**config.mk**
```make
export PLATFORM = sky130hd
export DESIGN_NAME = isa_alloc_top
export DESIGN_NICKNAME = d
export VERILOG_FILES = /design/src/shared/isa_pkg.sv /design/src/hw/isa_setting_store.sv /design/src/hw/isa_alloc_top.sv
export SDC_FILE = /design/constraint.sdc
export NUM_CORES = 1
export LEC_CHECK = 0
export BUFFER_PORTS_ARGS = -buffer_cell sky130_fd_sc_hd__buf_2
export CAP_MARGIN = 20
export CORE_MARGIN = 8
export CORE_UTILIZATION = 36
export CTS_CLUSTER_SIZE = 16
export DETAILED_ROUTE_END_ITERATION = 6
export PLACE_DENSITY = 0.66
export REMOVE_ABC_BUFFERS = 1
export SYNTH_ARGS = -nofsm -noshare
export SYNTH_HDL_FRONTEND = slang
export SYNTH_HIERARCHICAL = 1
export SYNTH_SLANG_ARGS = --single-unit
```
**constraint.sdc**
```tcl
create_clock -name clk_i -period 3.9 [get_ports clk_i]
set_input_delay 0.195 -clock clk_i [delete_from_list [all_inputs] [get_ports clk_i]]
set_output_delay 0.195 -clock clk_i [all_outputs]
set_load 0.1 [all_outputs]
```
**src/shared/isa_pkg.sv**
```systemverilog
// Package: constants and carriers for the input signal allocation block
package isa_pkg;

  // Register byte offsets
  localparam logic [7:0]  ISA_OFS_SEL_PEND   = 8'h00;
  localparam logic [7:0]  ISA_OFS_SEL_ACTIVE = 8'h04;
  localparam logic [7:0]  ISA_OFS_CTRL       = 8'h08;
  localparam logic [7:0]  ISA_OFS_STATUS     = 8'h0C;

  // Setting layout and limits
  localparam logic [15:0] ISA_SEL_RESET      = 16'h2100;
  localparam int          ISA_MODE_LSB       = 0;
  localparam int          ISA_SON_LSB        = 4;
  localparam logic [3:0]  ISA_MODE_MAX       = 4'h1;
  localparam logic [3:0]  ISA_MODE_DEFAULT   = 4'h0;

  // Servo-on mapping codes
  localparam logic [3:0]  ISA_SON_LOW_LAST   = 4'h6;
  localparam logic [3:0]  ISA_SON_FIX_ON     = 4'h7;
  localparam logic [3:0]  ISA_SON_FIX_OFF    = 4'h8;
  localparam logic [3:0]  ISA_SON_HIGH_FIRST = 4'h9;
  localparam logic [3:0]  ISA_SON_DEF_CODE   = 4'h0;

  // Control and status fields
  localparam int          ISA_CTRL_RESTART   = 0;
  localparam int          ISA_ST_SERVO_ON    = 0;
  localparam int          ISA_ST_PENDING     = 1;
  localparam int          ISA_ST_REJECT      = 2;
  localparam int          ISA_ST_LINES_LSB   = 8;
  localparam int          ISA_NUM_LINES      = 7;

  // Wishbone request and answer
  typedef struct packed {
    logic        cyc;
    logic        stb;
    logic        we;
    logic [7:0]  adr;
    logic [3:0]  sel;
    logic [31:0] dat;
  } isa_wb_req_t;

  typedef struct packed {
    logic        ack;
    logic [31:0] dat;
  } isa_wb_rsp_t;

endpackage

```
**src/hw/isa_setting_store.sv**
```systemverilog
// Setting store: software copy and the copy applied at restart
`timescale 1ns/1ns
module isa_setting_store
(
  // Clock and reset
  input  wire logic        clk_i,
  input  wire logic        rst_i,
  input  wire logic        ce_i,
  // Update side
  input  wire logic        wr_en_i,
  input  wire logic [15:0] wr_data_i,
  input  wire logic        restart_i,
  // Stored values
  output logic [15:0]      pend_o,
  output logic [15:0]      active_o
);

  logic [15:0] pend_r;
  logic [15:0] active_r;

  // A new value waits in pend_r until a restart copies it across
  always_ff @(posedge clk_i)
  begin
    if (rst_i)
    begin
      pend_r   <= isa_pkg::ISA_SEL_RESET;
      active_r <= isa_pkg::ISA_SEL_RESET;
    end
    else if (ce_i)
    begin
      if (wr_en_i)
        pend_r <= wr_data_i;
      if (restart_i)
        active_r <= pend_r;
    end
  end

  assign pend_o   = pend_r;
  assign active_o = active_r;

endmodule

```
**src/hw/isa_alloc_top.sv**
```systemverilog
// Input signal allocation: servo-on mapping behind a Wishbone register file
//
// Function
// - Setting is four hex digits, 0000..FFF1, resets to 2100, applies after restart.
// - Allocation mode 0 uses the built-in default pin, mapping digits ignored.
// - Codes 0..6: servo-on asserted while line 40 plus code is low.
// - Codes 9..F: servo-on asserted while line 40 plus code minus 9 is high.
// - Normal polarity: motor energized while the selected input is low.
// - Reverse polarity: motor stays off while the selected input is low.
//
// Register map, byte offsets on the bus:
//   0x00 pending setting, read and write; a write with mode digit above 1 is refused
//   0x04 applied setting, read only; only this copy steers the routing
//   0x08 control, write only, reads zero; bit 0 copies the pending setting across
//   0x0C status, read only: bit 0 servo-on, bit 1 pending differs from applied,
//        bit 2 last setting write refused (sticky until a good write),
//        bits 14:8 synchronised connector lines, bit 8 is line 40
//   Other offsets are acknowledged and read zero.
// Setting digits: [3:0] allocation mode, [7:4] servo-on code, [15:8] other functions.
// Input lines: bit 0 of in_lines_i is connector line 40, bit 6 is line 46.
// Timing: every access is acknowledged one cycle after it is taken; a line change
// reaches servo_on_o three enabled edges later (two sync flops, one decode flop).
// Reset: both copies return to 2100; servo_on_o stays low until the lines are seen.
// Clock enable: ce_i low freezes every register, synchronisers included.
// Limitation: only servo-on is allocated here; bits 15:8 are stored and read back
// for the functions that share the setting. A restart applies the whole word.
`timescale 1ns/1ns
module isa_alloc_top
(
  // Clock, reset, enable
  input  wire logic                clk_i,
  input  wire logic                rst_i,
  input  wire logic                ce_i,
  // Wishbone slave
  input  wire isa_pkg::isa_wb_req_t wb_req_i,
  output isa_pkg::isa_wb_rsp_t     wb_rsp_o,
  // Connector input lines 40..46, raw pin levels
  input  wire logic [6:0]          in_lines_i,
  // Allocated functions
  output logic                     servo_on_o,
  output logic                     alloc_mode_o
);

  // Servo-on decode from a mapping code and the synchronised lines.
  // Codes 0..6 pick a line read as active low, 9..F the same lines active high;
  // 7 and 8 ignore the pins, which lets a host run without wiring the input.
  function automatic logic son_decode(input logic [3:0] code, input logic [6:0] lines);
    logic [3:0] idx;
    idx = 4'h0;
    if (code <= isa_pkg::ISA_SON_LOW_LAST)
      son_decode = ~lines[code[2:0]];
    else if (code == isa_pkg::ISA_SON_FIX_ON)
      son_decode = 1'b1;
    else if (code == isa_pkg::ISA_SON_FIX_OFF)
      son_decode = 1'b0;
    else
    begin
      // Reverse-sense codes reuse the same seven lines, offset by 9
      idx        = code - isa_pkg::ISA_SON_HIGH_FIRST;
      son_decode = lines[idx[2:0]];
    end
  endfunction

  // Address match; kept in one place so a wider map changes a single line
  function automatic logic adr_hit(input logic [7:0] adr, input logic [7:0] ofs);
    adr_hit = adr == ofs;
  endfunction

  // Two-flop synchronisers for the connector pins. Both stages reset high, the
  // level of an open contact, so the first decode after reset sees no servo-on
  // request; a low that is already present shows three edges after release.
  logic [6:0] sync1_r;
  logic [6:0] sync2_r;

  genvar g;
  generate
    for (g = 0; g < isa_pkg::ISA_NUM_LINES; g = g + 1)
    begin : g_sync
      // One synchroniser per connector line
      always_ff @(posedge clk_i)
      begin
        if (rst_i)
        begin
          sync1_r[g] <= 1'b1;
          sync2_r[g] <= 1'b1;
        end
        else if (ce_i)
        begin
          sync1_r[g] <= in_lines_i[g];
          sync2_r[g] <= sync1_r[g];
        end
      end
    end
  endgenerate

  // Bus answer registers; ack and read data stand for one enabled cycle, longer while ce_i is low
  logic        ack_r;
  logic        ack_nxt;
  logic [31:0] rdat_r;
  logic [31:0] rdat_nxt;
  logic        reject_r;
  logic        reject_nxt;

  // Output registers
  logic        servo_on_r;
  logic        servo_on_nxt;
  logic        mode_r;
  logic        mode_nxt;

  // Setting store outputs: the pending copy written by software, and the copy
  // applied at restart that alone steers the routing
  logic [15:0] pend_w;
  logic [15:0] active_w;

  // Request decode. A request is taken only while ack is low, so a master that
  // keeps stb up through the ack cycle is not answered a second time.
  wire         req_w      = wb_req_i.cyc & wb_req_i.stb & ~ack_r;
  wire         wr_w       = req_w & wb_req_i.we;
  wire         hit_pend_w = adr_hit(wb_req_i.adr, isa_pkg::ISA_OFS_SEL_PEND);
  wire         hit_act_w  = adr_hit(wb_req_i.adr, isa_pkg::ISA_OFS_SEL_ACTIVE);
  wire         hit_ctrl_w = adr_hit(wb_req_i.adr, isa_pkg::ISA_OFS_CTRL);
  wire         hit_st_w   = adr_hit(wb_req_i.adr, isa_pkg::ISA_OFS_STATUS);

  // Byte-lane merge of a setting write; upper lanes have no storage.
  // A one-byte write keeps the other byte, and the range check sees the merged word.
  wire  [15:0] merged_w;
  assign merged_w[7:0]  = wb_req_i.sel[0] ? wb_req_i.dat[7:0]  : pend_w[7:0];
  assign merged_w[15:8] = wb_req_i.sel[1] ? wb_req_i.dat[15:8] : pend_w[15:8];

  // Only the mode digit is limited. A value whose mode digit is above 1 lies
  // outside 0000..FFF1 and is refused whole, so the stored copy never holds an
  // allocation mode that the routing does not know; the other digits are free.
  wire         in_range_w = merged_w[isa_pkg::ISA_MODE_LSB +: 4] <= isa_pkg::ISA_MODE_MAX;
  wire         set_wr_w   = wr_w & hit_pend_w & in_range_w;
  wire         set_bad_w  = wr_w & hit_pend_w & ~in_range_w;

  // Restart copies pending to applied at the take edge. A setting write cannot
  // fall in the same cycle, since only one request is taken at a time.
  wire         restart_w  = wr_w & hit_ctrl_w & wb_req_i.sel[0] & wb_req_i.dat[isa_pkg::ISA_CTRL_RESTART];

  // Pending and applied copies of the setting
  isa_setting_store u_store
  (
    .clk_i     (clk_i),
    .rst_i     (rst_i),
    .ce_i      (ce_i),
    .wr_en_i   (set_wr_w),
    .wr_data_i (merged_w),
    .restart_i (restart_w),
    .pend_o    (pend_w),
    .active_o  (active_w)
  );

  // Allocation: only the applied setting steers the routing. Any mode digit other
  // than 0 counts as individual, though only 0 and 1 can ever be stored.
  wire  [3:0]  mode_digit_w = active_w[isa_pkg::ISA_MODE_LSB +: 4];
  wire  [3:0]  son_digit_w  = active_w[isa_pkg::ISA_SON_LSB +: 4];
  wire         indiv_w      = mode_digit_w != isa_pkg::ISA_MODE_DEFAULT;
  wire  [3:0]  son_code_w   = indiv_w ? son_digit_w
                                      : isa_pkg::ISA_SON_DEF_CODE;

  // Status word assembled from live state
  wire         pend_diff_w = pend_w != active_w;
  wire  [31:0] status_w;
  assign status_w[isa_pkg::ISA_ST_SERVO_ON] = servo_on_r;
  assign status_w[isa_pkg::ISA_ST_PENDING]  = pend_diff_w;
  assign status_w[isa_pkg::ISA_ST_REJECT]   = reject_r;
  assign status_w[7:3]                      = 5'h00;
  assign status_w[isa_pkg::ISA_ST_LINES_LSB +: isa_pkg::ISA_NUM_LINES] = sync2_r;
  assign status_w[31:15]                    = 17'h0_0000;

  // Read mux; unmapped offsets and the control word read as zero
  wire  [31:0] rd_mux_w = hit_pend_w ? {16'h0000, pend_w}   :
                          hit_act_w  ? {16'h0000, active_w} :
                          hit_st_w   ? status_w             :
                                       32'h0000_0000;

  // Servo path: the decoded request from the synchronised lines feeds the output
  // flop, so servo_on_o never glitches while a mapping code or a line changes
  wire         son_req_w    = son_decode(son_code_w, sync2_r);

  // Next-state assignments; read data is zero outside the ack cycle so a stale
  // word never lingers on the bus
  assign ack_nxt      = req_w;
  assign rdat_nxt     = (req_w & ~wb_req_i.we) ? rd_mux_w : 32'h0000_0000;
  // A refused write sets the flag; a good write clears it, set wins
  assign reject_nxt   = set_bad_w | (reject_r & ~set_wr_w);
  assign servo_on_nxt = son_req_w;
  assign mode_nxt     = indiv_w;

  // Registered bus answer and outputs;
  // ce_i low holds the answer too, so a master simply waits a little longer
  always_ff @(posedge clk_i)
  begin
    if (rst_i)
    begin
      ack_r      <= 1'b0;
      rdat_r     <= 32'h0000_0000;
      reject_r   <= 1'b0;
      servo_on_r <= 1'b0;
      mode_r     <= 1'b1;
    end
    else if (ce_i)
    begin
      ack_r      <= ack_nxt;
      rdat_r     <= rdat_nxt;
      reject_r   <= reject_nxt;
      servo_on_r <= servo_on_nxt;
      mode_r     <= mode_nxt;
    end
  end

  // Ports come straight from the registers above
  assign wb_rsp_o.ack = ack_r;
  assign wb_rsp_o.dat = rdat_r;
  assign servo_on_o   = servo_on_r;
  assign alloc_mode_o = mode_r;

endmodule

```
==> qor.txt, run 1 <==
Mapped Area = 0.00353 sq mm
Final hold vios = 0
Unrepaired setup endpoints after global routing = false
Drt drc = 0
Worst ir drop on vdd = 133 uV
Power density cells = 359 mW/mm^2
Clk_lat worst skew = 0.35 ns
Worst-path clk slew = 0.07 ns
Lkg Pwr = 1.69 nW
HPWL after detailed placement = 6230 um
Syn_area_per_cell = 9.59 sq um
F_max = 447 MHz
Final #Nets = 468
Die W = 115 um
Top_reg_cell synth = dfxtp_1
Total wire length = 8790 um
CTS tree = built
Area contributors post-synth = dfxtp_1, mux2i_1, mux2_2
Tcrit/Tclk final = 57.3%
Hold slack = 0.0633 ns
Number of post-CTS setup repair buffers = 0
Place WS = 1.58 ns
# IOs = 92
Area grow syn2layout = 12.4%
Die Y = 115 um
Status = completed
Port bufs = 57
Max-cap violations = 0
Post-layout min period = 2.24 ns
Layout cells sized above 1 = 25.7%
Cts repair resizes = 0
WS Path Type = reg -> reg
Vias/cell = 5.01
Row count = 36
Slew @ Worst Pin = 0.821 ns
Endpoint class of the critical path = flop
DP Area = 0.00379 sq mm
Setup TNS Final = 0 ns
Largest stage delay, worst path = 0.47 ns
Worst hold path type = in -> reg
Yosys top cell area share = 37.4%
Root Buffer = clkbuf_8
Vias in the first global route = 2,749
Final antenna-violating net count = 0
Slowest stage cell, crit path = nand2_2
Setup violators final = 0
N_diodes = 0
CTS sink count = 66
Clock tree buffer depth = 2
Area leader, netlist = dfxtp_1
Number of CTS-inserted buffers = 9
Global placement routability congestion = 0.840
Commonest cells in the netlist = dfxtp_1, mux2i_1, nand2b_1, mux2_2, nand2_1
FILL cells = 986
H-Tree Depth = 3
Die area = 0.0132 sq mm
Yosys cell types = 45
Sequential fraction of the synthesis area = 37.4%
Yosys reg bits = 66
DRT iter0 DRCs = 197
Number of synthesized flops with an enable pin = 0
Crit path DAT = 2.47 ns
Most common cell in the synthesized netlist = dfxtp_1
Fin worst setup slack = 1.66 ns
Post-route cell area = 0.00397 sq mm
Max-slew violations = 0
Rel. slew slack = 45.3%
CP Cell Sequence = and3b_1, and3_4, nand2_1, nor4_1, nand2_2, a211o_1
Global-route wire length before repair = 14,100 um
Cell count after synthesis = 368
Vias = 2,750
Core box area = 0.00964 sq mm
Total GRT Usage = 13.6%
Gr ovfl total = 0
CP Data Required Time = 4.14 ns
# hold bufs at CTS = 0
Synth warn = 6
Total power = 1.42 mW
Initial antenna violation count = 0
Clock Skews = 0.0109 ns
Worst Setup Start Kind = flop
Initial Util = 36.6%
Largest net degree at the start of global routing = 58
Asr flop ratio synth = 0%
Critical Path Fanout Max = 16
DR WL/cell = 16.0 um
Pre-antenna DRT Iters = 4
==> cell type report <==
| type | count | area (sq um) | share of cell area, % |
|---|---|---|---|
| clock buffer | 13 | 139 | 3.50 |
| sequential | 66 | 1320 | 33.3 |
| multi-input combinational | 269 | 1970 | 49.8 |
| inverter | 5 | 18.8 | 0.473 |
| tap | 133 | 166 | 4.19 |
| timing repair buffer | 60 | 308 | 7.76 |
| clock inverter | 3 | 40.0 | 1.01 |
==> metrics by stage <==
step	util, %	instances
3_5_place_dp	39.3	533
6_report	41.2	549
4_1_cts	41.2	549
3_3_place_gp	39.3	533
2_1_floorplan	-	340
5_1_grt	41.2	549
==> worst paths after layout <==
kind	depth (start not counted)	to	startpoint	slack [ns]
max	6	u_store/active_o[8]$_SDFFE_PP1P_	ack_r$_SDFFE_PP0P_	1.66
max reg2reg	6	u_store/active_o[8]$_SDFFE_PP1P_	ack_r$_SDFFE_PP0P_	1.66
min	3	sync1_r[0]$_SDFFE_PP1P_	in_lines_i[0]	0.06
min reg2reg	2	rdat_r[5]$_SDFFE_PP0P_	rdat_r[5]$_SDFFE_PP0P_	0.45
==> power breakdown <==
group          total [mW]  switching [mW]  internal, mW
sequential          0.690         0.00719         0.683
combinational       0.186           0.135        0.0517
clock               0.547           0.253         0.294
==> logic make-up after synthesis <==
| group | share of synthesized area [%] |
|---|---|
| other | 0.106 |
| AO/OA/AOI/OAI | 11.2 |
| multiplexers | 19.1 |
| AND/OR/NAND/NOR | 19.9 |
| buffers and inverters | 8.37 |
| flip-flops | 37.4 |
| XOR/XNOR | 3.97 |
==> worst max-delay path: cells and delay by family (launching register included) <==
kind	cells	cell delay [ns]
compound gates	1	0.41
simple gates	5	1.41
flops	1	0.32
==> metal layers <==
metal	vias up	routed length, um	track usage (%)
li1	1361	-	-
met1	1298	3910	16.4
met2	76	4090	21.9
met3	15	594	4.31
met4	0	192	5.78
met5	-	0	0
==> sequential cells by signal (all words and copies together), names as in the netlist, named ones only <==
register	flops
ack_r	1
alloc_mode_o	1
rdat_r	16
servo_on_o	1
status_w	7
sync1_r	7
u_store/active_o	16
u_store/pend_o	16
==> cells in the final DEF, fill, tap and decap left out, drive strengths merged, types with 13 or more instances in the layout <==
| cell type | netlist | routed |
|---|---|---|
| dfxtp | 66 | 66 |
| o21ai | 23 | 23 |
| nand4b | 14 | 14 |
| clkbuf | 11 | 13 |
| nand2 | 27 | 27 |
| mux2i | 38 | 38 |
| nand2b | 29 | 29 |
| buf | 32 | 60 |
| mux2 | 26 | 26 |
| conb | 1 | 16 |
| xnor2 | 16 | 16 |
Note: power is estimated with default switching activity, not from simulation.
==> run 2: changes to the inputs <==
--- a/config.mk
+++ b/config.mk
@@ -11,7 +11,7 @@
 export CORE_UTILIZATION = 36
 export CTS_CLUSTER_SIZE = 16
 export DETAILED_ROUTE_END_ITERATION = 6
-export PLACE_DENSITY = 0.66
+export PLACE_DENSITY = 0.68
 export REMOVE_ABC_BUFFERS = 1
 export SYNTH_ARGS = -nofsm -noshare
 export SYNTH_HDL_FRONTEND = slang
==> constraint.sdc (replaced) <==
create_clock -name clk_i -period 2.01 [get_ports clk_i]
set_input_delay 0.1005 -clock clk_i [delete_from_list [all_inputs] [get_ports clk_i]]
set_output_delay 0.1005 -clock clk_i [all_outputs]
set_load 0.1 [all_outputs]
==> run 2 against run 1 <==
  * Die area stayed put
  * Worst hold slack better by 0.089 ns
  * Wire length is 5.4% higher
  * Critical path depth is 1 higher
  * Core utilization is 1.9 points higher
  * Global-route usage is 0.78 points higher
  * First-iteration DRC count is 44% lower
==> qor.txt, run 2 (synthesis gave the netlist of run 1 again) <==
Tcrit/Tclk final = 95.5% (+38 points)
Area of the multi-input gates = 0.00199 sq mm (+0.76%)
CP Cell Sequence = and3b_1, and3_4, nand2_1, nor4_2, nand2_2, buf_4, mux2i_1
Total wire length = 9270 um (+5.4%)
Global-route wire length before repair = 14,800 um (+4.5%)
Status = completed
Total GRT Usage = 14.4% (+0.78 points)
Met2 WL = 4320 um (+5.4%)
Final antenna-violating net count = 0 (unchanged)
Setup violators final = 0 (unchanged)
Core box area = 0.00964 sq mm (unchanged)
Worst ir drop on vdd = 352 uV (+160%)
DRT iter0 DRCs = 111 (-44%)
Root Buffer = clkbuf_8
# IOs = 92 (unchanged)
Slowest stage cell, crit path = dfxtp_1
Gr ovfl total = 0 (unchanged)
Clock Skews = 0.0109 ns (-0.00000390 ns)
Largest net degree at the start of global routing = 33 (-43%)
Worst Setup Start Kind = flop
Initial antenna violation count = 0 (unchanged)
Final core utilization = 43.0% (+1.9 points)
Largest stage delay, worst path = 0.32 ns (-0.15 ns)
Unrepaired setup endpoints after global routing = false
Clock tree buffer depth = 2 (unchanged)
Row count = 36 (unchanged)
Vias in the first global route = 2,906 (+5.7%)
Pre-antenna DRT Iters = 4 (unchanged)
Final hold vios = 0 (unchanged)
Vias = 2,877 (+4.6%)
Port bufs = 57 (unchanged)
Die Y = 115 um (unchanged)
Max-cap violations = 0 (unchanged)
Number of CTS-inserted buffers = 9 (unchanged)
HPWL after detailed placement = 6740 um (+8.1%)
Most frequent cells in the layout = dfxtp_1, buf_2, mux2i_1
Vias/cell = 5.07 (+1.3%)
Global placement routability congestion = 0.845 (+0.55%)
FILL cells = 991 (+0.51%)
Commonest non-fill, non-tap cell in the layout = dfxtp_1
Rel. slew slack = 66.4% (+21 points)
Final #Nets = 487 (+4.1%)
Initial Util = 36.6% (unchanged)
Max-slew violations = 0 (unchanged)
Power density cells = 678 mW/mm^2 (+89%)
Layout cells sized above 1 = 27.9% (+2.2 points)
CTS tree = built
Top routing layer used = met4
Post-route cell area = 0.00415 sq mm (+4.6%)
F_max = 521 MHz (+16%)
Reg area = 0.00132 sq mm (unchanged)
CP Data Required Time = 2.24 ns (-1.90 ns)
Worst hold path type = in -> reg
Critical Path Fanout Max = 9 (-7)
Clk_lat worst skew = 0.35 ns (about the same)
Slew @ Worst Pin = 0.504 ns (-0.318 ns)
H-Tree Depth = 3 (unchanged)
CP bufs+invs = 1 (+1)
Worst-path clk slew = 0.07 ns (about the same)
DP Area = 0.00388 sq mm (+2.4%)
WS Path Type = reg -> reg
Top delay family on crit path = simple AND/OR/NAND/NOR gates
Die area = 0.0132 sq mm (unchanged)
CTS sink count = 66 (unchanged)
Die W = 115 um (unchanged)
Crit path DAT = 2.15 ns (-0.32 ns)
DR WL/cell = 16.3 um (+2.1%)
N_diodes = 0 (unchanged)
Post-layout min period = 1.92 ns (-0.316 ns)
M1 WL = 4140 um (+5.8%)
Hold slack = 0.153 ns (+0.0894 ns)
Met3 WL = 711 um (+20%)
Area grow syn2layout = 17.6%
Lkg Pwr = 1.78 nW (+5.6%)
Endpoint class of the critical path = flop
Drt drc = 0 (unchanged)
[run 2: cell types whose count changed in the layout (fill, tap and decap cells not counted)]
| cell | previous run | this run |
|---|---|---|
| clkbuf_8 | 9 | 10 |
| clkbuf_1 | 4 | 2 |
| buf_4 | 3 | 15 |
| dlygate4sd3_1 | 0 | 7 |
| nor4_4 | 0 | 1 |
| nor4_1 | 2 | 1 |
[run 2: final timing paths]
kind,cells after the start,endpoint,from,slack [ns]
max,7,u_store/active_o[6]$_SDFFE_PP0P_,ack_r$_SDFFE_PP0P_,0.09
min,4,u_store/pend_o[10]$_SDFFE_PP0P_,wb_req_i[10],0.15
max reg2reg,7,u_store/active_o[6]$_SDFFE_PP0P_,ack_r$_SDFFE_PP0P_,0.09
min reg2reg,2,rdat_r[5]$_SDFFE_PP0P_,rdat_r[5]$_SDFFE_PP0P_,0.45
[run 2: per-stage QoR]
| step | total power [mW] | setup TNS, ns | std cells | setup WS [ns] |
|---|---|---|---|---|
| 6_report | 2.81 | 0 | 567 | 0.0912 |
| 5_1_grt | 2.92 | 0 | 567 | 0.0241 |
| 3_5_place_dp | 1.74 | 0 | 545 | 0.0297 |
| 4_1_cts | 2.84 | 0 | 567 | 0.0263 |
| 2_1_floorplan | 1.62 | -20.99 | 340 | -1.12 |
| 3_3_place_gp | 1.74 | 0 | 545 | 0.0333 |
[run 2: worst register-to-register path: cells and delay by family (launching register included)]
kind	cells	cell delay (ns)
buf+inv	1	0.25
simple gates	5	1.11
mux	1	0.14
flops	1	0.32
[run 2: routing by layer]
layer	up-vias	global-route usage, %
li1	1404	-
met1	1369	17.7
met2	93	23.1
met3	11	4.88
met4	0	4.47
met5	-	0
[run 2: area by class of cell]
class                           count  share of cell area (%)
Multi-Input combinational cell    269                    47.9
Inverter                            5                   0.452
Clock inverter                      3                   0.965
Timing Repair Buffer               79                    11.3
Clock buffer                       12                    3.50
Sequential cell                    66                    31.8
Tap cell                          133                    4.01
[run 2: power by group]
group	internal, mW	switching, mW
registers	1.32	0.0139
clock network	0.597	0.489
logic	0.119	0.270
total	2.04	0.772
[run 2: what timing repair did]
item	CTS	global route
setup buffers	0	0
hold buffers	7	0
setup endpoints to repair	0	26
gates resized for setup	0	2
hold endpoints to repair	7	0
